### src/xdata_or_pkg.sv
// constants and types for the table-read / external-move / multiply / or executor
// assumes an 8-bit core with byte-wide program and external data memory interfaces
// Summary of operation
// RULE_01 - table read via data pointer: 93h, two cycles
// RULE_02 - pc-based table read: advance pc first
// RULE_03 - full sixteen-bit unsigned sum, flags untouched
// RULE_04 - index register form: eight-bit address on port zero
// RULE_05 - pointer form: high on port two, low port zero
// RULE_06 - port two latch untouched during external move
// RULE_07 - external read through index: E2h/E3h, two cycles
// RULE_08 - external write through index: F2h/F3h, two cycles
// RULE_09 - multiply: low to accumulator, high to b, four cycles
// RULE_10 - multiply sets overflow above 255, clears carry
// RULE_11 - no operation: one byte, one cycle, pc+1
// RULE_12 - byte or stores result, flags untouched
// RULE_13 - or on a port reads its latch
// RULE_14 - or working register: 48h-4Fh, one cycle
// RULE_15 - or direct into accumulator: 45h, one cycle
// RULE_16 - or immediate into accumulator: 44h, one cycle
// RULE_17 - or accumulator into direct: 42h, one cycle
// RULE_18 - or immediate into direct: 43h, two cycles
// RULE_19 - other forms follow the standard opcode map
package xdata_or_pkg;
  localparam logic [7:0] OP_TBL_DATA_POINTER = 8'h93;
  localparam logic [7:0] OP_TBL_PC = 8'h83;
  localparam logic [6:0] OP_XRD_RI = 7'h71;
  localparam logic [7:0] OP_XRD_DP = 8'hE0;
  localparam logic [6:0] OP_XWR_RI = 7'h79;
  localparam logic [7:0] OP_XWR_DP = 8'hF0;
  localparam logic [7:0] OP_MUL = 8'hA4;
  localparam logic [7:0] OP_NOP = 8'h00;
  localparam logic [4:0] OP_OR_RN = 5'h09;
  localparam logic [6:0] OP_OR_RI = 7'h23;
  localparam logic [7:0] OP_OR_DIR = 8'h45;
  localparam logic [7:0] OP_OR_IMM = 8'h44;
  localparam logic [7:0] OP_OR_DA = 8'h42;
  localparam logic [7:0] OP_OR_DI = 8'h43;
  localparam logic [7:0] PORT2_ADDR = 8'hA0;
  localparam logic [7:0] BYTE_MAX = 8'hFF;
  localparam logic [15:0] PC_RESET = 16'h0000;
  localparam logic [7:0] BYTE_RESET = 8'h00;
  localparam logic [2:0] CYC_ONE = 3'h1;
  localparam logic [2:0] CYC_TWO = 3'h2;
  localparam logic [2:0] CYC_FOUR = 3'h4;
  typedef enum logic [2:0] {ST_FETCH, ST_OPER1, ST_OPER2, ST_EXEC} state_t;
endpackage : xdata_or_pkg

### src/code_xdata_mul_or_exec.sv
// executor for table read, external move, multiply, no operation and byte or
// assumes memories answer in the same cycle; internal ram and sfrs reached by direct port
`timescale 1ns/1ps
module code_xdata_mul_or_exec (
  // clock and reset
  input wire logic clk,
  input wire logic reset,
  // program memory
  output logic [15:0] codeAddr,
  input wire logic [7:0] codeData,
  // internal data (registers, ram, sfr latches)
  output logic [7:0] iramAddr,
  input wire logic [7:0] iramRdata,
  output logic [7:0] iramWdata,
  output logic iramWe,
  // external data bus
  output logic [7:0] portZeroAddrData,
  output logic [7:0] portTwoHighAddr,
  output logic portTwoDrive,
  output logic xRead,
  output logic xWrite,
  input wire logic [7:0] xDataIn,
  // core state
  input wire logic [7:0] bankBase,
  input wire logic [15:0] dataPointer,
  output logic [7:0] acc,
  output logic [7:0] bReg,
  output logic carry,
  output logic overflowFlag,
  output logic [15:0] pc,
  output logic [2:0] cycleCount,
  output logic busy
);
  import xdata_or_pkg::*;

  state_t state;
  logic [7:0] opcode;
  logic [7:0] operand1;
  logic [2:0] cyc;
  logic [2:0] target;
  logic [7:0] xDataSync1;
  logic [7:0] xDataSync;
  logic [7:0] iramRdataHold;
  logic [7:0] target8;

  // opcode classes
  wire isTblDp = (opcode == OP_TBL_DATA_POINTER);
  wire isTblPc = (opcode == OP_TBL_PC);
  wire isXrdRi = (opcode[7:1] == OP_XRD_RI);
  wire isXwrRi = (opcode[7:1] == OP_XWR_RI);
  wire isXrdDp = (opcode == OP_XRD_DP);
  wire isXwrDp = (opcode == OP_XWR_DP);
  wire isMul = (opcode == OP_MUL);
  wire isNop = (opcode == OP_NOP);
  wire isOrRn = (opcode[7:3] == OP_OR_RN);
  wire isOrRi = (opcode[7:1] == OP_OR_RI);
  wire isOrDir = (opcode == OP_OR_DIR);
  wire isOrImm = (opcode == OP_OR_IMM);
  wire isOrDa = (opcode == OP_OR_DA);
  wire isOrDi = (opcode == OP_OR_DI);
  wire isXdp = isXrdDp | isXwrDp;
  wire isXri = isXrdRi | isXwrRi;
  wire needOper1 = isOrDir | isOrImm | isOrDa | isOrDi;
  wire needOper2 = isOrDi;

  // fetched opcode classes, decoded from codeData while fetching
  wire [7:0] fo = codeData;
  wire fNeed1 = (fo == OP_OR_DIR) | (fo == OP_OR_IMM) | (fo == OP_OR_DA) | (fo == OP_OR_DI);

  // cycle budget per instruction
  wire [2:0] cycBudget = isMul ? CYC_FOUR :                 // RULE_09
    (isTblDp | isTblPc | isXri | isXdp | isOrDi | isOrRi) ? CYC_TWO : // RULE_01 RULE_02 RULE_07 RULE_08 RULE_18 RULE_19
    CYC_ONE;                                                // RULE_11 RULE_14 RULE_15 RULE_16 RULE_17

  // table read address: pc already advanced past the one-byte opcode
  wire [15:0] accWide = {8'h00, acc};
  wire [15:0] tblBase = isTblPc ? pc : dataPointer;         // RULE_02
  wire [15:0] tblAddr = accWide + tblBase;                  // RULE_03

  // external addressing
  wire [7:0] riAddr = bankBase + {7'h00, opcode[0]};
  wire [2:0] rnSel = opcode[2:0];
  wire [15:0] mulProd = acc * bReg;                         // RULE_09
  wire mulOv = (mulProd > {8'h00, BYTE_MAX});               // RULE_10

  // internal address by phase
  wire inExec = (state == ST_EXEC);
  wire [7:0] rnAddr = bankBase + {5'h00, rnSel};
  // indirect or: first cycle reads the pointer, second reads what it points at
  wire [7:0] execIramAddr = isOrRn ? rnAddr :
    (isXri && cyc == CYC_ONE) ? riAddr :
    (isOrRi && cyc == CYC_ONE) ? iramRdata :
    isOrRi ? iramRdataHold :
    operand1;
  // register address decoded from the opcode byte while it is fetched
  wire [7:0] fetchRegAddr = bankBase + (fo[3] ? {5'h00, fo[2:0]} : {7'h00, fo[0]});

  // or result; direct reads of a port come from its latch through iramRdata (RULE_13)
  wire [7:0] orSrcAcc = (isOrImm) ? operand1 : iramRdata;
  wire [7:0] orAccRes = acc | orSrcAcc;                     // RULE_12
  wire [7:0] orDirRes = iramRdata | (isOrDi ? target8 : acc); // RULE_12 RULE_13

  wire lastCyc = inExec && (cyc == cycBudget);
  wire pcStep = (state == ST_FETCH) | (state == ST_OPER1) | (state == ST_OPER2);

  wire [7:0] next_acc =
    (isTblDp | isTblPc) ? codeData :                        // RULE_01 RULE_02
    (isXrdRi | isXrdDp) ? xDataSync :                       // RULE_07
    isMul ? mulProd[7:0] :                                  // RULE_09
    (isOrRn | isOrDir | isOrImm | isOrRi) ? orAccRes :      // RULE_14 RULE_15 RULE_16 RULE_19
    acc;

  // code address: fetch at pc, table read at sum
  // codeAddr is registered, so it must lead pc by the step taken this cycle
  wire [15:0] next_codeAddr = (inExec && (isTblDp | isTblPc) && !lastCyc) ? tblAddr :
    pcStep ? pc + 16'h0001 : pc;

  // external bus drive
  wire xPhase = inExec && (isXri | isXdp) && !lastCyc;
  wire [7:0] next_p0 = xPhase ? (isXdp ? dataPointer[7:0] : iramRdata) : // RULE_04 RULE_05
    (inExec && (isXwrRi | isXwrDp) && lastCyc) ? acc : BYTE_RESET;
  wire [7:0] next_p2 = dataPointer[15:8];                   // RULE_05

  always_ff @(posedge clk) begin
    if (reset) begin
      xDataSync1 <= BYTE_RESET;
      xDataSync <= BYTE_RESET;
    end else begin
      xDataSync1 <= xDataIn;
      xDataSync <= xDataSync1;
    end
  end

  always_ff @(posedge clk) begin
    if (reset) begin
      state <= ST_FETCH;
      opcode <= OP_NOP;
      operand1 <= BYTE_RESET;
      target8 <= BYTE_RESET;
      iramRdataHold <= BYTE_RESET;
      cyc <= CYC_ONE;
      pc <= PC_RESET;
      acc <= BYTE_RESET;
      bReg <= BYTE_RESET;
      carry <= 1'b0;
      overflowFlag <= 1'b0;
    end else begin
      unique case (state)
        ST_FETCH: begin
          opcode <= codeData;
          pc <= pc + 16'h0001;                              // RULE_02 RULE_11
          cyc <= CYC_ONE;
          state <= fNeed1 ? ST_OPER1 : ST_EXEC;
        end
        ST_OPER1: begin
          operand1 <= codeData;
          pc <= pc + 16'h0001;
          state <= needOper2 ? ST_OPER2 : ST_EXEC;
        end
        ST_OPER2: begin
          target8 <= codeData;                              // RULE_18
          pc <= pc + 16'h0001;
          state <= ST_EXEC;
        end
        ST_EXEC: begin
          iramRdataHold <= iramRdata;
          if (lastCyc) begin
            acc <= next_acc;
            if (isMul) begin
              bReg <= mulProd[15:8];                        // RULE_09
              overflowFlag <= mulOv;                        // RULE_10
              carry <= 1'b0;                                // RULE_10
            end
            state <= ST_FETCH;
          end else begin
            cyc <= cyc + CYC_ONE;
          end
        end
        default: state <= ST_FETCH;
      endcase
    end
  end

  // internal writes: only or-to-direct; never the port two latch on external moves (RULE_06)
  wire doDirWrite = lastCyc && (isOrDa | isOrDi);           // RULE_17 RULE_18
  // address is registered: present it one cycle ahead of the cycle that reads it
  wire [7:0] next_iramAddr = inExec ? execIramAddr :
    (state == ST_FETCH) ? fetchRegAddr :
    (state == ST_OPER1) ? codeData :
    operand1;

  always_ff @(posedge clk) begin
    if (reset) begin
      codeAddr <= PC_RESET;
      portZeroAddrData <= BYTE_RESET;
      portTwoHighAddr <= BYTE_RESET;
      portTwoDrive <= 1'b0;
      xRead <= 1'b0;
      xWrite <= 1'b0;
      iramAddr <= BYTE_RESET;
      iramWdata <= BYTE_RESET;
      iramWe <= 1'b0;
      cycleCount <= CYC_ONE;
      busy <= 1'b0;
    end else begin
      codeAddr <= next_codeAddr;
      portZeroAddrData <= next_p0;
      portTwoHighAddr <= next_p2;
      portTwoDrive <= xPhase && isXdp;                      // RULE_05 RULE_06
      xRead <= inExec && (isXrdRi | isXrdDp);
      xWrite <= inExec && (isXwrRi | isXwrDp) && lastCyc;   // RULE_08
      iramAddr <= next_iramAddr;
      iramWdata <= orDirRes;
      iramWe <= doDirWrite;
      cycleCount <= cycBudget;
      busy <= !(state == ST_FETCH) || pcStep;
    end
  end

  AST_MUL_CARRY: assert property (@(posedge clk) disable iff (reset)
    (inExec && isMul && lastCyc) |=> !carry) else $error("carry not cleared"); // RULE_10
  AST_MUL_OV: assert property (@(posedge clk) disable iff (reset)
    (inExec && isMul && lastCyc) |=> (overflowFlag == $past(mulOv))) else $error("bad overflow"); // RULE_10
  AST_MUL_B: assert property (@(posedge clk) disable iff (reset)
    (inExec && isMul && lastCyc) |=> (bReg == $past(mulProd[15:8]))) else $error("bad high byte"); // RULE_09
  AST_NOP_ACC: assert property (@(posedge clk) disable iff (reset)
    (inExec && isNop) |=> $stable(acc) && $stable(bReg)) else $error("nop changed state"); // RULE_11
  AST_TBL_SUM: assert property (@(posedge clk) disable iff (reset)
    (inExec && isTblDp && !lastCyc) |=> (codeAddr == $past(accWide + dataPointer))) else $error("bad table addr"); // RULE_03
  AST_OR_FLAGS: assert property (@(posedge clk) disable iff (reset)
    (inExec && (isOrRn | isOrImm) && lastCyc) |=> $stable(carry) && $stable(overflowFlag)) else $error("or touched flags"); // RULE_12
  AST_OR_IMM: assert property (@(posedge clk) disable iff (reset)
    (inExec && isOrImm) |=> (acc == ($past(acc) | $past(operand1)))) else $error("bad or result"); // RULE_16
  AST_MUL_LEN: assert property (@(posedge clk) disable iff (reset)
    (state == ST_FETCH && codeData == OP_MUL) |=> inExec [*4] ##1 (state == ST_FETCH)) else $error("multiply not four cycles"); // RULE_09
  AST_XWR_STROBE: assert property (@(posedge clk) disable iff (reset)
    (inExec && isXwrRi && lastCyc) |=> xWrite && (portZeroAddrData == $past(acc))) else $error("write data missing"); // RULE_08
endmodule : code_xdata_mul_or_exec

### config.mk
export PLATFORM = sky130hd
export DESIGN_NAME = code_xdata_mul_or_exec
export DESIGN_NICKNAME = d
export VERILOG_FILES = /design/src/xdata_or_pkg.sv /design/src/code_xdata_mul_or_exec.sv
export SDC_FILE = /design/constraint.sdc
export NUM_CORES = 1
export LEC_CHECK = 0
export BUFFER_PORTS_ARGS = -buffer_cell sky130_fd_sc_hd__buf_2
export CORE_ASPECT_RATIO = 0.7
export CORE_MARGIN = 2
export CORE_UTILIZATION = 34
export DETAILED_ROUTE_END_ITERATION = 10
export GPL_TIMING_DRIVEN = 0
export PLACE_DENSITY = 0.61
export SYNTH_ARGS = -nofsm -noshare
export SYNTH_HDL_FRONTEND = slang
export SYNTH_SLANG_ARGS = --single-unit
### constraint.sdc
create_clock -name clk -period 4.8 [get_ports clk]
set_input_delay 0 -clock clk [delete_from_list [all_inputs] [get_ports clk]]
set_output_delay 0 -clock clk [all_outputs]
set_load 0.005 [all_outputs]
==> key figures <==
Floorplanning
  • Initial Utilization: 0.347
  • Num rows: 51
  • Die Y: 145 um
  • Placeable Area: 0.0279 sq mm
  • Die ar.: 0.0298 sq mm
  • I/O pin total: 140
  • DIE WIDTH: 206 um

CTS
  • CTS tree: done
  • Clk pin slew, worst setup/hold paths: 60 ps
  • Clk sink count: 142
  • Worst-Skew Late Latency: 430 ps
  • Clock root buffer: clkbuf_16
  • TritonCTS buffer count: 17
  • Clk buf depth: 2
  • CTS H-tree lvls: 4

Yosys
  • FF+latch count, synth: 142
  • Ys flop type: dfxtp_1
  • Post-synth top area share: 0.294
  • Compound-cell area share of the yosys netlist: 0.148
  • Largest family of logic cells by synthesized area: simple AND/OR/NAND/NOR gates
  • Yosys top cell by area: dfxtp_1
  • Adder-cell share of the synthesized area: 0.157
  • Synth Area in XOR/XNOR: 0.0544
  • Share of the yosys chip area belonging to registers: 0.294
  • Syn Std Cell Area: 0.00967 sq mm
  • Mapped Cells: 1138
  • Post-Synth Simple-Gate Area: 0.218
  • Synth async-reset ratio: 0
  • Ys Warns: 0
  • Post-synthesis cell type count: 76
  • Mux share of post-synthesis cell area: 0.0716
  • Syn nets: 1286
  • Count of flip-flops with a built-in enable after synthesis: 0
  • Synthesized area per cell: 8.50 sq um
  • Top cells by area, synth: dfxtp_1 (29%), fa_1 (8.1%), ha_1 (7.6%)

Cells and area
  • Layout cells sized above 1: 0.206
  • FILL cells: 2761
  • Util after Layout: 0.442
  • Non-Filler Cell Area, Final: 0.0123 sq mm
  • Post-Layout Cell Count: 1742
  • Area Growth Syn to Fin: 27.5%
  • Commonest non-fill, non-tap cell in the layout: buf_2
  • Total Nets Final: 1507
  • Biggest regs: codeAddr x16, pc x16
  • Most frequent cells in the layout: buf_2 (137), nor2_1 (131), dfxtp_1 (128), nand2_1 (100), inv_1 (71)
  • Ant. Diodes: 0

Critical path
  • Critical Path Sink Type: flip-flop
  • Critical path's top delay family: adder cells
  • Crit-path max FO: 4
  • R2R cell count: 17
  • Max incr delay on CP: 540 ps
  • Slowest cell on crit path: fa_1
  • Worst path required time: 5100 ps
  • CP Depth: 17
  • Critical Path AT: 4970 ps
  • Worst-path cell chain: clkbuf_16 -> nand2_2 -> fa_1 -> fa_1 -> inv_1 -> fa_1 -> inv_2 -> fa_1 -> inv_2 -> ha_4 -> a2111oi_4 -> o21ai_2 -> a41oi_2 -> xnor2_2 -> or4_4 -> nor4b_4 -> a21oi_1
  • Buffers and inverters on the worst path: 4
  • Setup CP Type: flip-flop to flip-flop
  • Startpoint Class: flip-flop
  • Cell mode on critical path: fa_1

Power
  • Comb power frac: 0.260
  • Psw: 1.21 mW
  • Sw Share: 0.328
  • Leakage power: 5.71 nW
  • Sequential share of power: 0.383
  • Clk pwr share: 0.358
  • Max VDD drop: 0.251 mV
  • Pwr Density: 301 mW/mm^2
  • Pwr Total: 3.71 mW
  • Pint: 2.49 mW

Timing
  • Worst hold margin: 20.2 ps
  • Slew HR: 0.312
  • Hold Vio Cnt, Final: 0
  • Tcrit/Tclk final: 0.974
  • Crit path time final: 4670 ps
  • Achievable frequency: 0.214 GHz
  • Worst Slack Setup Final: 126 ps
  • Sum Neg Setup Slack: 0 ps
  • Actual slew at the worst max-slew pin: 1030 ps
  • Final setup viols: 0
  • Skew final: 11.0 ps
  • Max-slew violation count: 0

Place
  • Final HPWL DP: 24700 um
  • Setup WS pre-CTS: -959 ps
  • Placer Congestion: 0.924
  • DP Cell Count: 1643
  • IO Port Bufs: 134
  • Post-DP Area: 0.0108 sq mm

Global route
  • Met2 usage: 0.306
  • First-pass GRT wire length: 50600 um
  • Largest net degree at the start of global routing: 17
  • Vias in the first global route: 8758
  • Global routing usage on met3: 0.0597
  • GRT busiest layer: met1
  • Total gr overflow: 0
  • Total GRT Usage: 0.222
  • Initial antenna violation count: 0
  • Met1 Usage GRT: 0.337

Detailed routing
  • WL final: 33200 um
  • Avg Vias per Cell: 5.24
  • Vias: 9121
  • WL per Instance: 19.1 um
  • Drt pass-1 iters: 5
  • Drt first-iter violations: 764
  • Antenna Nets Post-Route: 0
  • DRC viols: 0

Run status
  • Status: complete, no violations

Hold path
  • Hold Crit Class: input pin to flip-flop
  • Hold Crit Depth: 3

Flow run
  • Max Cap Viol: 0
metal layers:
layer,vias up,wire length [um]
met4,0,496
met1,4364,16200
li1,4321,-
met2,401,13300
met3,35,3260
met5,-,0
cell families (layout without fill, tap and decap cells):
family          count (synthesis)  in the layout
buf+inv                       141            374
xor+xnor                       60             60
other cells                     1              1
compound gates                208            208
simple gates                  419            419
mux                            69             69
flops                         142            142
fa+ha+maj                      98             98
cell usage after synthesis (3+ instances only):
cell type / count
ha_1: 59
o21ai_0: 22
a31oi_1: 15
o22ai_1: 8
buf_2: 3
and3_1: 11
buf_4: 3
nand3_1: 24
and2_1: 55
a211oi_2: 8
a221o_1: 3
o31ai_1: 4
nor3b_1: 5
inv_1: 77
nand4_1: 3
xnor2_1: 23
fa_1: 39
o21ai_1: 11
o21bai_1: 3
a211o_1: 9
a21oi_1: 53
mux2i_1: 68
or3_1: 8
nand2_1: 103
xor2_1: 37
nand2b_1: 4
nor2_1: 131
a211oi_1: 26
nor2b_1: 34
a21o_1: 9
o21a_1: 5
nor3_1: 15
dfxtp_1: 142
clkbuf_1: 50
nor4_1: 5
o211ai_1: 10
buf_1: 5
layout make-up:
| cell class | instances | area, sq um | share of cell area |
|---|---|---|---|
| buffer | 57 | 300 | 0.0244 |
| clock buffer | 21 | 460 | 0.0374 |
| clock inverter | 10 | 114 | 0.00924 |
| inverter | 79 | 297 | 0.0241 |
| multi-input combinational | 855 | 6470 | 0.525 |
| sequential | 142 | 2900 | 0.235 |
| tap | 371 | 464 | 0.0377 |
| timing repair buffer | 207 | 1320 | 0.107 |
worst min-delay path, delay by kind of cell:
kind,cells,cell delay (ps)
buf+inv,1,160
mux,1,150
compound gates,1,80
what timing repair did:
action,CTS,global route
cloned,0,0
hold buffers,37,0
endpoints found under the hold margin,51,0
buffers inserted,26,10
pin swaps,23,28
gates resized for setup,78,20
setup endpoints to repair,7,5
power by group through the flow:
stage	sequential, mW	clock (mW)	combinational [mW]
final	1.42	1.33	0.962
after global routing	1.43	1.38	1.05
after CTS	1.42	1.33	0.937
after detailed placement	1.45	0	0.899
after global placement	1.45	0	0.884
after floorplan	1.43	0	0.604
worst paths after layout:
check / from / to / slack [ps]
max: acc[0] / overflowFlag / 130
min: dataPointer[3] / portZeroAddrData[3] / 20
max reg2reg: acc[0] / overflowFlag / 130
min reg2reg: xDataSync1[2] / xDataSync[2] / 430
Note: power is estimated with default switching activity, not from simulation.
